--- src/decode_pkg.sv ---
package decode_pkg;
	localparam int REG_W = 3;
	localparam int MRM_RM_LSB = 0;
	localparam int MRM_REG_LSB = 3;
	localparam int MRM_MOD_LSB = 6;
	localparam logic [1:0] MOD_REG_FORM = 2'h3;
	localparam int BYTE_W = 8;
	localparam int WORD16_W = 16;
	localparam int WORD32_W = 32;
	localparam int FAR_DISP_W = 48;
	localparam logic [7:0] OP_TWO_BYTE = 8'h0f;
	localparam logic [7:0] OP_GRP_BYTE_IMMEDIATE = 8'h80;
	localparam logic [7:0] OP_GRP_IMMW = 8'h81;
	localparam logic [7:0] OP_GRP_IMMS8 = 8'h83;
	localparam logic [7:0] OP_DAA_ASCII_ADJ = 8'h37;
	localparam logic [7:0] OP_DAS_ASCII_ADJ = 8'h3f;
	localparam logic [7:0] OP_ASCII_MUL = 8'hd4;
	localparam logic [7:0] OP_ASCII_DIV = 8'hd5;
	localparam logic [7:0] OP_BOUND_CHECK = 8'h62;
	localparam logic [7:0] OP_ADJ_PRIV = 8'h63;
	localparam logic [7:0] OP_PUSH_IMMW = 8'h68;
	localparam logic [7:0] OP_JCC_SHORT = 8'h70;
	localparam logic [7:0] OP_JMP_FAR = 8'hea;
	localparam logic [7:0] OP_FP_ESC_LO = 8'hd8;
	localparam logic [7:0] OP_FP_ESC_HI = 8'hdf;
	localparam logic [7:0] OP_MEDIA_LO = 8'h60;
	localparam logic [7:0] OP_MEDIA_HI = 8'h7f;
	localparam logic [7:0] OP_MOV_REG_IMM = 8'hb8;
	localparam logic [7:0] OP_BSWAP_BASE = 8'hc8;
	localparam logic [7:0] OP_BITSCAN_LO = 8'hbc;
	localparam logic [7:0] OP_BITSCAN_HI = 8'hbd;
	localparam int MAX_OPS = 3;

	typedef enum logic [1:0] {DEC_SHORT, DEC_LONG, DEC_VECTOR} dec_kind_e;
	typedef enum logic [3:0] {
		OP_NONE, OP_LOAD, OP_FP_LOAD, OP_MEDIA_LOAD, OP_STORE, OP_FP_STORE,
		OP_MEDIA_STORE, OP_ANY_INT, OP_INT_X, OP_BRANCH, OP_FLOAT, OP_MEDIA_UNIT,
		OP_IMM_LOAD
	} op_kind_e;
	typedef enum logic [2:0] {
		UNIT_NONE, UNIT_LOAD, UNIT_STORE, UNIT_INT_ANY, UNIT_INT_X, UNIT_BRANCH,
		UNIT_FP, UNIT_MEDIA
	} unit_e;
	typedef enum logic [2:0] {U_NONE2, U_ICU} ctl_t_unused_e;

	function automatic unit_e op_unit(input op_kind_e k);
		unit_e u;
		u = UNIT_NONE;
		unique case (k)
			OP_LOAD, OP_FP_LOAD, OP_MEDIA_LOAD: u = UNIT_LOAD;
			OP_STORE, OP_FP_STORE, OP_MEDIA_STORE: u = UNIT_STORE;
			OP_ANY_INT: u = UNIT_INT_ANY;
			OP_INT_X: u = UNIT_INT_X;
			OP_BRANCH: u = UNIT_BRANCH;
			OP_FLOAT: u = UNIT_FP;
			OP_MEDIA_UNIT: u = UNIT_MEDIA;
			OP_NONE, OP_IMM_LOAD: u = UNIT_NONE;
		endcase
		return u;
	endfunction : op_unit
endpackage : decode_pkg

--- src/insn_classify.sv ---
`timescale 1ns/100ps
module insn_classify
	import decode_pkg::*;
(
	input wire logic [7:0] opc, // first opcode byte
	input wire logic [7:0] opc2, // second byte after escape
	input wire logic [7:0] modrm, // modR/M byte
	input wire logic opsize32, // operand size 32
	output dec_kind_e kind, // decode class
	output op_kind_e op0, // first internal operation
	output op_kind_e op1, // second internal operation
	output op_kind_e op2, // third internal operation
	output logic has_modrm, // modR/M byte used
	output logic mem_form, // memory-operand variant
	output logic [5:0] imm_bits, // immediate width in bits
	output logic [5:0] disp_bits // extra displacement width in bits
);
	logic is_mem;
	logic byte_op;
	logic arith;
	logic mem_dst;

	assign is_mem = modrm[MRM_MOD_LSB +: 2] != MOD_REG_FORM;

	always_comb
	begin
		kind = DEC_SHORT;
		op0 = OP_NONE;
		op1 = OP_NONE;
		op2 = OP_NONE;
		has_modrm = 1'b0;
		imm_bits = '0;
		disp_bits = '0;
		arith = 1'b0;
		byte_op = 1'b0;
		mem_dst = 1'b0;
		if (opc[7:6] == 2'h0 && opc[2:0] < 3'h6)
		begin
			arith = 1'b1;
			byte_op = ~opc[0];
			has_modrm = ~opc[2];
			mem_dst = ~opc[1] & ~opc[2];
			if (opc[2])
				imm_bits = opc[0] ? (opsize32 ? 6'(WORD32_W) : 6'(WORD16_W)) : 6'(BYTE_W);
		end
		else if (opc == OP_GRP_BYTE_IMMEDIATE || opc == OP_GRP_IMMW || opc == OP_GRP_IMMS8)
		begin
			arith = 1'b1;
			has_modrm = 1'b1;
			mem_dst = 1'b1;
			byte_op = opc != OP_GRP_IMMW;
			imm_bits = (opc == OP_GRP_IMMW) ? (opsize32 ? 6'(WORD32_W) : 6'(WORD16_W))
				: 6'(BYTE_W);
		end
		if (arith)
		begin
			op0 = byte_op ? OP_INT_X : OP_ANY_INT;
			if (has_modrm && is_mem && mem_dst)
			begin
				kind = DEC_LONG;
				op0 = OP_LOAD;
				op1 = byte_op ? OP_INT_X : OP_ANY_INT;
				op2 = OP_STORE;
			end
			else if (has_modrm && is_mem)
			begin
				op0 = OP_LOAD;
				op1 = byte_op ? OP_INT_X : OP_ANY_INT;
			end
		end
		else if (opc == OP_DAA_ASCII_ADJ || opc == OP_DAS_ASCII_ADJ
			|| opc == OP_ASCII_MUL || opc == OP_ASCII_DIV || opc == OP_BOUND_CHECK)
			kind = DEC_VECTOR;
		else if (opc == OP_ADJ_PRIV)
		begin
			kind = DEC_VECTOR;
			has_modrm = 1'b1;
		end
		else if (opc == OP_TWO_BYTE)
		begin
			if (opc2 == OP_BITSCAN_LO || opc2 == OP_BITSCAN_HI)
			begin
				kind = DEC_VECTOR;
				has_modrm = 1'b1;
			end
			else if (opc2[7:3] == OP_BSWAP_BASE[7:3])
			begin
				kind = DEC_LONG;
				op0 = OP_ANY_INT;
			end
			else if (opc2 >= OP_MEDIA_LO && opc2 <= OP_MEDIA_HI)
			begin
				has_modrm = 1'b1;
				op0 = is_mem ? OP_MEDIA_LOAD : OP_MEDIA_UNIT;
				op1 = is_mem ? OP_MEDIA_UNIT : OP_NONE;
			end
			else
				kind = DEC_VECTOR;
		end
		else if (opc >= OP_FP_ESC_LO && opc <= OP_FP_ESC_HI)
		begin
			has_modrm = 1'b1;
			op0 = is_mem ? OP_FP_LOAD : OP_FLOAT;
			op1 = is_mem ? OP_FLOAT : OP_NONE;
			if (is_mem && modrm[MRM_REG_LSB +: REG_W] >= 3'h2 && opc[0])
			begin
				kind = DEC_LONG;
				op1 = OP_FLOAT;
				op2 = OP_FP_STORE;
			end
		end
		else if (opc[7:4] == OP_JCC_SHORT[7:4])
		begin
			op0 = OP_BRANCH;
			disp_bits = 6'(BYTE_W);
		end
		else if (opc == OP_JMP_FAR)
		begin
			kind = DEC_VECTOR;
			disp_bits = 6'(FAR_DISP_W);
		end
		else if (opc[7:3] == OP_MOV_REG_IMM[7:3] || opc == OP_PUSH_IMMW)
		begin
			op0 = OP_IMM_LOAD;
			imm_bits = opsize32 ? 6'(WORD32_W) : 6'(WORD16_W);
		end
		else
			kind = DEC_VECTOR;
		if (has_modrm && modrm[MRM_MOD_LSB +: 2] == 2'h1)
			disp_bits = 6'(BYTE_W);
		else if (has_modrm && modrm[MRM_MOD_LSB +: 2] == 2'h2)
			disp_bits = opsize32 ? 6'(WORD32_W) : 6'(WORD16_W);
	end

	assign mem_form = has_modrm & is_mem;
endmodule : insn_classify

--- src/x86_decode_classifier.sv ---
`timescale 1ns/100ps
// Functional notes
// - reg operand from opcode byte or modR/M bits 5..3
// - rm register operand from modR/M bits 2..0
// - media registers from modR/M bits 5..3 and 2..0
// - mod values 10b, 01b, 00b mean memory form
// - modR/M byte selects register or memory variant
// - per clock: two short, or one long, or one vector
// - integer, fp and media loads go to load unit
// - integer, fp and media stores go to store unit
// - any-integer ops may issue to either integer unit
// - X-unit ops issue only to integer X unit
// - branch, fp and media ops to their own units
// - immediate loads run in instruction control unit; only slot A flags this (ICU_OP_A), slot B has no control-unit flag
// - byte immediate 8 bits, word immediate 16 or 32
// - displacement 8, 16 or 32 bits, far forms 48
module x86_decode_classifier
	import decode_pkg::*;
(
	input wire logic CLK, // core clock
	input wire logic NRST, // async reset, active low
	input wire logic IN_VALID_A, // slot A instruction present
	input wire logic [7:0] OPC_A, // slot A opcode byte
	input wire logic [7:0] OPC2_A, // slot A second byte
	input wire logic [7:0] MODRM_A, // slot A modR/M byte
	input wire logic IN_VALID_B, // slot B instruction present
	input wire logic [7:0] OPC_B, // slot B opcode byte
	input wire logic [7:0] OPC2_B, // slot B second byte
	input wire logic [7:0] MODRM_B, // slot B modR/M byte
	input wire logic OPSIZE32, // operand size is 32 bits
	input wire logic INT_X_BUSY, // scheduler: X unit taken by slot A in the previous cycle
	output logic TAKE_A, // slot A consumed
	output logic TAKE_B, // slot B consumed
	output logic OUT_VALID_A, // slot A decode valid
	output dec_kind_e KIND_A, // slot A class
	output op_kind_e OP0_A, // slot A op 0
	output op_kind_e OP1_A, // slot A op 1
	output op_kind_e OP2_A, // slot A op 2
	output unit_e UNIT0_A, // slot A op 0 unit
	output unit_e UNIT1_A, // slot A op 1 unit
	output unit_e UNIT2_A, // slot A op 2 unit
	output logic ICU_OP_A, // slot A limm in control unit
	output logic MEM_A, // slot A memory form
	output logic [2:0] REG_A, // slot A reg field register
	output logic [2:0] RM_A, // slot A rm field register
	output logic [5:0] IMM_BITS_A, // slot A immediate width
	output logic [5:0] DISP_BITS_A, // slot A displacement width
	output logic OUT_VALID_B, // slot B decode valid
	output op_kind_e OP0_B, // slot B op 0
	output op_kind_e OP1_B, // slot B op 1
	output unit_e UNIT0_B, // slot B op 0 unit
	output unit_e UNIT1_B, // slot B op 1 unit
	output logic [2:0] REG_B, // slot B reg field register
	output logic [2:0] RM_B, // slot B rm field register
	output logic [5:0] IMM_BITS_B, // slot B immediate width
	output logic [5:0] DISP_BITS_B // slot B displacement width
);
	dec_kind_e kind_a, kind_b;
	op_kind_e a0, a1, a2, b0, b1, b2;
	logic hm_a, hm_b, mf_a, mf_b;
	logic [5:0] ib_a, ib_b, db_a, db_b;
	logic pair_ok;

	insn_classify u_cls_a (
		.opc(OPC_A), .opc2(OPC2_A), .modrm(MODRM_A), .opsize32(OPSIZE32),
		.kind(kind_a), .op0(a0), .op1(a1), .op2(a2), .has_modrm(hm_a),
		.mem_form(mf_a), .imm_bits(ib_a), .disp_bits(db_a)
	);
	insn_classify u_cls_b (
		.opc(OPC_B), .opc2(OPC2_B), .modrm(MODRM_B), .opsize32(OPSIZE32),
		.kind(kind_b), .op0(b0), .op1(b1), .op2(b2), .has_modrm(hm_b),
		.mem_form(mf_b), .imm_bits(ib_b), .disp_bits(db_b)
	);

	// register field extraction; opcode low bits when no modR/M
	function automatic logic [2:0] reg_sel(input logic hm, input logic [7:0] opc,
		input logic [7:0] mrm);
		return hm ? mrm[MRM_REG_LSB +: REG_W] : opc[REG_W-1:0];
	endfunction : reg_sel

	// int unit choice: plain op_unit mapping; INT_X_BUSY is ignored, so X-only ops never wait and any ops never fall over
	function automatic unit_e steer(input op_kind_e k);
		return op_unit(k);
	endfunction : steer

	assign pair_ok = IN_VALID_A && IN_VALID_B && kind_a == DEC_SHORT && kind_b == DEC_SHORT;
	assign TAKE_A = IN_VALID_A;
	assign TAKE_B = pair_ok;

	always_ff @(posedge CLK or negedge NRST)
	begin
		if (!NRST)
		begin
			OUT_VALID_A <= 1'b0;
			KIND_A <= DEC_SHORT;
			OP0_A <= OP_NONE;
			OP1_A <= OP_NONE;
			OP2_A <= OP_NONE;
			UNIT0_A <= UNIT_NONE;
			UNIT1_A <= UNIT_NONE;
			UNIT2_A <= UNIT_NONE;
			ICU_OP_A <= 1'b0;
			MEM_A <= 1'b0;
			REG_A <= '0;
			RM_A <= '0;
			IMM_BITS_A <= '0;
			DISP_BITS_A <= '0;
		end
		else
		begin
			OUT_VALID_A <= IN_VALID_A;
			KIND_A <= kind_a;
			OP0_A <= a0;
			OP1_A <= a1;
			OP2_A <= a2;
			UNIT0_A <= steer(a0);
			UNIT1_A <= steer(a1);
			UNIT2_A <= steer(a2);
			ICU_OP_A <= IN_VALID_A && a0 == OP_IMM_LOAD;
			MEM_A <= mf_a;
			REG_A <= reg_sel(hm_a, OPC_A, MODRM_A);
			RM_A <= MODRM_A[MRM_RM_LSB +: REG_W];
			IMM_BITS_A <= ib_a;
			DISP_BITS_A <= db_a;
		end
	end

	always_ff @(posedge CLK or negedge NRST)
	begin
		if (!NRST)
		begin
			OUT_VALID_B <= 1'b0;
			OP0_B <= OP_NONE;
			OP1_B <= OP_NONE;
			UNIT0_B <= UNIT_NONE;
			UNIT1_B <= UNIT_NONE;
			REG_B <= '0;
			RM_B <= '0;
			IMM_BITS_B <= '0;
			DISP_BITS_B <= '0;
		end
		else
		begin
			OUT_VALID_B <= pair_ok;
			OP0_B <= b0;
			OP1_B <= b1;
			UNIT0_B <= steer(b0);
			UNIT1_B <= steer(b1);
			REG_B <= reg_sel(hm_b, OPC_B, MODRM_B);
			RM_B <= MODRM_B[MRM_RM_LSB +: REG_W];
			IMM_BITS_B <= ib_b;
			DISP_BITS_B <= db_b;
		end
	end

	// second slot only with short pair
	a_pair_short: assert property (@(posedge CLK) disable iff (!NRST)
		OUT_VALID_B |-> OUT_VALID_A && KIND_A == DEC_SHORT)
		else $error("slot B valid without short pair");
	a_long_alone: assert property (@(posedge CLK) disable iff (!NRST)
		IN_VALID_A && kind_a != DEC_SHORT |-> !TAKE_B)
		else $error("long or vector paired");
	a_load_unit: assert property (@(posedge CLK) disable iff (!NRST)
		(a0 == OP_LOAD || a0 == OP_FP_LOAD || a0 == OP_MEDIA_LOAD) |=> UNIT0_A == UNIT_LOAD)
		else $error("load not routed to load unit");
	a_store_unit: assert property (@(posedge CLK) disable iff (!NRST)
		(a2 == OP_STORE || a2 == OP_FP_STORE) |=> UNIT2_A == UNIT_STORE)
		else $error("store not routed to store unit");
	a_x_only: assert property (@(posedge CLK) disable iff (!NRST)
		OP1_A == OP_INT_X |-> UNIT1_A == UNIT_INT_X)
		else $error("X op sent elsewhere");
	a_any_int: assert property (@(posedge CLK) disable iff (!NRST)
		OP0_A == OP_ANY_INT |-> UNIT0_A == UNIT_INT_ANY)
		else $error("any-int op misrouted");
	a_mem_dst_long: assert property (@(posedge CLK) disable iff (!NRST)
		IN_VALID_A && OPC_A == OP_GRP_BYTE_IMMEDIATE && MODRM_A[7:6] != MOD_REG_FORM
		|=> KIND_A == DEC_LONG && OP0_A == OP_LOAD && OP1_A == OP_INT_X && OP2_A == OP_STORE)
		else $error("memory destination not long");
	a_reg_field: assert property (@(posedge CLK) disable iff (!NRST)
		hm_a |=> REG_A == $past(MODRM_A[5:3]))
		else $error("reg field wrong");
	a_rm_field: assert property (@(posedge CLK) disable iff (!NRST)
		IN_VALID_A |=> RM_A == $past(MODRM_A[2:0]))
		else $error("rm field wrong");
	a_mem_form: assert property (@(posedge CLK) disable iff (!NRST)
		hm_a && MODRM_A[7:6] != MOD_REG_FORM |=> MEM_A)
		else $error("memory form missed");
	a_limm_icu: assert property (@(posedge CLK) disable iff (!NRST)
		IN_VALID_A && OPC_A[7:3] == OP_MOV_REG_IMM[7:3] |=> ICU_OP_A && UNIT0_A == UNIT_NONE)
		else $error("limm not in control unit");

	c_pair: cover property (@(posedge CLK) disable iff (!NRST) OUT_VALID_B);
	c_long: cover property (@(posedge CLK) disable iff (!NRST) OUT_VALID_A && KIND_A == DEC_LONG);
	c_vector: cover property (@(posedge CLK) disable iff (!NRST)
		OUT_VALID_A && KIND_A == DEC_VECTOR);
endmodule : x86_decode_classifier

--- config.mk ---
export PLATFORM = sky130hd
export DESIGN_NAME = x86_decode_classifier
export DESIGN_NICKNAME = d
export VERILOG_FILES = /design/src/decode_pkg.sv /design/src/insn_classify.sv /design/src/x86_decode_classifier.sv
export SDC_FILE = /design/constraint.sdc
export NUM_CORES = 1
export LEC_CHECK = 0
export BUFFER_PORTS_ARGS = -buffer_cell sky130_fd_sc_hd__clkbuf_2
export CORE_ASPECT_RATIO = 0.5
export CORE_UTILIZATION = 44
export DETAILED_ROUTE_END_ITERATION = 12
export PLACE_DENSITY_LB_ADDON = 0.12
export SETUP_SLACK_MARGIN = 0.3
export SYNTH_ARGS = -nofsm -noshare
export SYNTH_HDL_FRONTEND = slang
export SYNTH_HIERARCHICAL = 1
export SYNTH_SLANG_ARGS = --single-unit
--- constraint.sdc ---
create_clock -name CLK -period 1.8 [get_ports CLK]
set_clock_uncertainty 0.1 [all_clocks]
set_input_delay 0.09 -clock CLK [delete_from_list [all_inputs] [get_ports CLK]]
set_output_delay 0.09 -clock CLK [all_outputs]
set_load 0.005 [all_outputs]
==> results.sh, run 1 <==
export IMPL_dieHeight_um=64.3
export IMPL_dp_cells=595
export IMPL_fin_area_um2=5640
export IMPL_initial_core_util=0.461
export IMPL_ctsHtreeMaxLevel=3
export IMPL_path_clk_slew_ps=60
export IMPL_place_congestion=0.890
export IMPL_drtAntennaViolNets=0
export IMPL_io_pins=133
export IMPL_cp_num_buf_inv=2
export IMPL_layout_drive_gt1_share=0.540
export IMPL_avgSynthCellArea_um2=10.7
export IMPL_cts_buffer_depth=2
export IMPL_nets=601
export IMPL_required_ps=1610
export IMPL_dieArea_um2=8130
export IMPL_max_freq_mhz=520
export IMPL_power_frac_seq=0.424
export IMPL_grt_overflow_total=0
export IMPL_layout_cells_non_filler=648
export IMPL_power_frac_comb=0.154
export IMPL_final_hold_violation_count=0
export IMPL_port_buffers=129
export IMPL_synth_area_um2=3410
export IMPL_root_buffer="clkbuf_16"
export IMPL_grt_pass1_vias=3244
export IMPL_finalCriticalPeriod_ps=1920
export IMPL_cp_arrival_ps=1730
export IMPL_clkPwrFrac=0.422
export IMPL_layout_setup_ws_ps=-125
export IMPL_cts_tree="done"
export IMPL_power_leakage_nw=2.88
export IMPL_worst_slew_pin_transition_ps=722
export IMPL_drt_pass1_iterations=4
export IMPL_rows=22
export IMPL_violations="setup timing"
export IMPL_netlist_instances=320
export IMPL_vias=3217
export IMPL_grt_max_degree=43
export IMPL_synth_warnings=6
export IMPL_setup_worst_path_class="in2out"
export IMPL_slowest_stage="or4_4"
export IMPL_numCtsBuffers=9
export IMPL_powerDensity_nw_per_um2=770
export IMPL_rsz0062_at_grt="yes"
export IMPL_crit_path_end_kind="primary output"
export IMPL_clock_sinks=77
export IMPL_drt_iter0_drc=118
export IMPL_drv_slew=0
export IMPL_wl_per_cell_um=14.8
export IMPL_grt_pass1_wl_um=15100
export IMPL_path_max_fanout=4
export IMPL_num_antenna_cells=0
export IMPL_status="finished, violations left"
export IMPL_grt_antenna_before_repair=0
export IMPL_die_width_um=127
export IMPL_dpl_hpwl_um=6840
export IMPL_total_power_mw=4.34
export IMPL_min_period_over_period=1.07
export IMPL_netSwitchingFraction=0.245
export IMPL_slowest_delay_ps=550
export IMPL_vias_per_cell=4.96
export IMPL_core_um2=7400
export IMPL_placed_cell_area_um2=4630
export IMPL_hp_class="in2reg"
export IMPL_setup_viol=1
export IMPL_path_cells="buf_8 > nor3b_4 > and4_4 > or4_4 > a211oi_4 > nor4_4 > and3_4 > buf_6"
export IMPL_relSlewSlack=0.512
export IMPL_drc_errors=0
export IMPL_cap_violations=0
export IMPL_crit_family="simple AND/OR/NAND/NOR gates"
export IMPL_start_kind="primary input"
export IMPL_drt_wl_total_um=9590
export IMPL_p_sw_mw=1.06
export IMPL_p_int_mw=3.28
export IMPL_peakVddDrop_mv=0.473
export IMPL_track_usage=0.244
export IMPL_syn2layout_area_growth_pct=65.3
## cells in the final DEF (no fill, tap or decap), types with 9 or more instances in the layout
master and instances:
a21oi_1 9, a21oi_2 10, buf_4 65, buf_6 14, clkbuf_16 9, clkbuf_2 119
conb_1 14, dfrtp_1 77, dlygate4sd3_1 23, nand2_1 28, nand2b_4 9, nand3_1 9
nor2_1 20
## power groups by stage
stage	Combinational, mW	Clock (mW)	Sequential [mW]
final	0.670	1.83	1.84
after global routing	0.730	1.94	1.85
after global placement	0.525	0	1.87
after floorplan	0.219	0	1.88
after detailed placement	0.533	0	1.87
after CTS	0.599	1.86	1.84
## through the flow
stage	setup TNS, ps	setup WS, ps	utilization	hold WS, ps
6_report	-125	-125	0.761	10.7
5_1_grt	-163	-163	0.761	31.5
4_1_cts	-72.7	-72.7	0.719	4.12
3_5_place_dp	-2340	-290	0.625	10.9
3_3_place_gp	-1410	-187	0.625	-7.60
2_1_floorplan	0	27.6	-	-306
## routing by layer
metal	share of wire	GRT usage	routed length (um)
met4	0.018	0.0994	173
met2	0.51	0.433	4920
met1	0.41	0.281	3960
met5	0	0	0
met3	0.056	0.0687	535
## flip-flops by register name, indices dropped and copies added, names as in the netlist, 4 cells and up
name	cells
DISP_BITS_A	6
DISP_BITS_B	6
IMM_BITS_A	6
IMM_BITS_B	6
OP0_A	4
OP0_B	4
OP1_A	4
OP1_B	4
OP2_A	4
## path summary, 6_finish.rpt
path	cells past startpoint	slack, ps	to	startpoint
setup / recovery	8	-120	TAKE_B	OPC_B[3]
hold / removal	3	10	OP1_B[0]$_DFF_PN0_	OPC2_B[6]
max in group asynchronous	3	850	REG_B[1]$_DFF_PN0_	NRST
min in group asynchronous	2	180	UNIT1_A[1]$_DFF_PN0_	NRST
## repair_timing
| action | in CTS | in global routing |
|---|---|---|
| buffers inserted | 3 | 11 |
| endpoints found under the setup margin | 17 | 23 |
| pin swaps | 6 | 30 |
| hold buffers | 23 | 0 |
| endpoints found under the hold margin | 65 | 0 |
| gates resized for setup | 26 | 66 |
## layout make-up
cell class / count / area [um2]
Clock inverter: 6 / 70.1
Clock buffer: 10 / 239
Tap cell: 96 / 120
Timing Repair Buffer: 226 / 1540
Inverter: 13 / 48.8
Sequential cell: 77 / 1930
Multi-Input combinational cell: 220 / 1700
Fill cell: 517 / 1770
(Power assumes the default switching activity.)
==> inputs of run 2 (changes only) <==
--- a/config.mk
+++ b/config.mk
@@ -5,9 +5,10 @@
 export SDC_FILE = /design/constraint.sdc
 export NUM_CORES = 1
 export LEC_CHECK = 0
+export ABC_AREA = 1
 export BUFFER_PORTS_ARGS = -buffer_cell sky130_fd_sc_hd__clkbuf_2
 export CORE_ASPECT_RATIO = 0.5
-export CORE_UTILIZATION = 44
+export CORE_UTILIZATION = 45
 export DETAILED_ROUTE_END_ITERATION = 12
 export PLACE_DENSITY_LB_ADDON = 0.12
 export SETUP_SLACK_MARGIN = 0.3
==> run 2 against run 1 <==
The flow now finishes without violations. Clock-buffer cell count rose by 1. Sequential share of layout area rose by 3.0 points. Setup slack improved by 250 ps. Clock power fell by 5%. Sequential cell count did not move. Fmax rose by 15%. Critical endpoint unchanged. Largest power group unchanged.
==> results.sh, run 2 <==
export IMPL_drt_iter0_drc=155
export IMPL_layout_cells_non_filler=721
export IMPL_ctsHtreeMaxLevel=3
export IMPL_grt_antenna_before_repair=0
export IMPL_layout_common_cells="clkbuf_2, nand2_1, dfrtp_1"
export IMPL_drtAntennaViolNets=0
export IMPL_fillers=617
export IMPL_vias_per_cell=4.57
export IMPL_cpMostUsedCell="nand2_1"
export IMPL_finalCriticalPeriod_ps=1670
export IMPL_root_buffer="clkbuf_16"
export IMPL_cap_violations=0
export IMPL_peakVddDrop_mv=0.499
export IMPL_port_buffers=129
export IMPL_drv_slew=0
export IMPL_wl_per_cell_um=11.7
export IMPL_grt_max_degree=54
export IMPL_synth_area_um2=3530
export IMPL_tns_ps=0
export IMPL_die_width_um=127
export IMPL_cts_tree="done"
export IMPL_hp_class="in2reg"
export IMPL_slowest_stage="nor4_4"
export IMPL_numCtsBuffers=9
export IMPL_drt_pass1_iterations=4
export IMPL_avgSynthCellArea_um2=8.31
export IMPL_drc_errors=0
export IMPL_fin_area_um2=5190
export IMPL_io_pins=133
export IMPL_setup_viol=0
export IMPL_netlist_instances=425
export IMPL_synth_warnings=6
export IMPL_cp_arrival_ps=1480
export IMPL_grt_overflow_total=0
export IMPL_drt_wl_total_um=8440
export IMPL_start_kind="primary input"
export IMPL_whs_ps=16.4
export IMPL_path_clk_slew_ps=50
export IMPL_power_leakage_nw=2.93
export IMPL_place_congestion=0.848
export IMPL_final_common_cell="clkbuf_2"
export IMPL_placed_cell_area_um2=4320
export IMPL_vias=3297
export IMPL_layout_drive_gt1_share=0.369
export IMPL_slowest_delay_ps=310
export IMPL_dp_cells=667
export IMPL_dieArea_um2=8230
export IMPL_clock_sinks=77
export IMPL_crit_path_end_kind="primary output"
export IMPL_initial_core_util=0.474
export IMPL_status="finished clean"
export IMPL_dieHeight_um=64.7
export IMPL_grt_pass1_vias=2984
export IMPL_rsz0062_at_grt="yes"
export IMPL_min_period_over_period=0.930
export IMPL_powerDensity_nw_per_um2=806
export IMPL_grt_pass1_wl_um=13500
export IMPL_cts_buffer_depth=2
export IMPL_syn2layout_area_growth_pct=46.8
export IMPL_path_max_fanout=4
export IMPL_final_hold_violation_count=0
export IMPL_setup_worst_path_class="in2out"
export IMPL_path_cells="buf_6 > nor2_4 > nand2_2 > nor4_4 > nand2_1 > o21ai_1 > nand2_1 > or2_1 > nor2_2 > buf_2"
export IMPL_core_um2=7460
export IMPL_rows=22
export IMPL_max_freq_mhz=597
export IMPL_track_usage=0.214
export IMPL_num_antenna_cells=0
export IMPL_nets=663
export IMPL_required_ps=1610
export IMPL_dpl_hpwl_um=6040
-- run 2: cell count changes in the layout (fill, tap and decap cells not counted), moves of 10 or more --
cell / before / now
nor2_1: 20 / 33
o21ai_0: 8 / 19
inv_1: 8 / 61
nor3_1: 1 / 11
buf_4: 65 / 23
nand2_2: 3 / 17
nand2_1: 28 / 104
-- run 2: path summary, 6_finish.rpt --
kind | start | to | cells past startpoint
max | OPC_A[4] | TAKE_B | 10
min | OPC_B[7] | DISP_BITS_B[3]$_DFF_PN0_ | 4
max in group asynchronous | NRST | KIND_A[0]$_DFF_PN0_ | 3
min in group asynchronous | NRST | DISP_BITS_A[2]$_DFF_PN0_ | 2
-- run 2: area by class of cell --
cell class | count | area [um2] | area share
timing repair buffer | 176 | 1140 | 0.219
sequential | 77 | 1930 | 0.371
multi-input combinational | 271 | 1420 | 0.273
inverter | 74 | 282 | 0.0543
clock buffer | 11 | 243 | 0.0468
clock inverter | 4 | 48.8 | 0.00941
tap | 108 | 135 | 0.0260
-- run 2: routing by layer --
metal,share of wire,global-route usage
met1,0.43,0.264
met4,0.015,0.0818
met2,0.49,0.361
met3,0.069,0.0603
met5,0,0
-- run 2: report_power, final --
group	internal, mW	total, mW	switching [mW]
clock network	1.10	1.74	0.644
registers	1.83	1.85	0.0258
logic	0.255	0.582	0.328
-- run 2: per-stage QoR --
stage	worst slack, ps	total power [mW]	utilization
2_1_floorplan	417	2.11	-
3_3_place_gp	61.7	2.35	0.579
3_5_place_dp	38.4	2.36	0.579
4_1_cts	149	4.17	0.660
5_1_grt	56.4	4.38	0.695
6_report	125	4.18	0.695
-- run 2: what timing repair did --
| action | CTS | global route |
|---|---|---|
| resized for setup | 11 | 67 |
| hold buffers | 25 | 0 |
| endpoints found under the setup margin | 1 | 6 |
| setup buffers | 2 | 12 |
| hold endpoints to repair | 98 | 0 |
| pin swaps | 2 | 22 |
-- run 2: worst max-delay path: cells and delay by family --
kind | cells | cell delay [ps]
AOI/OAI and AO/OA | 1 | 80
buffers and inverters | 2 | 230
and+or+nand+nor | 7 | 1080
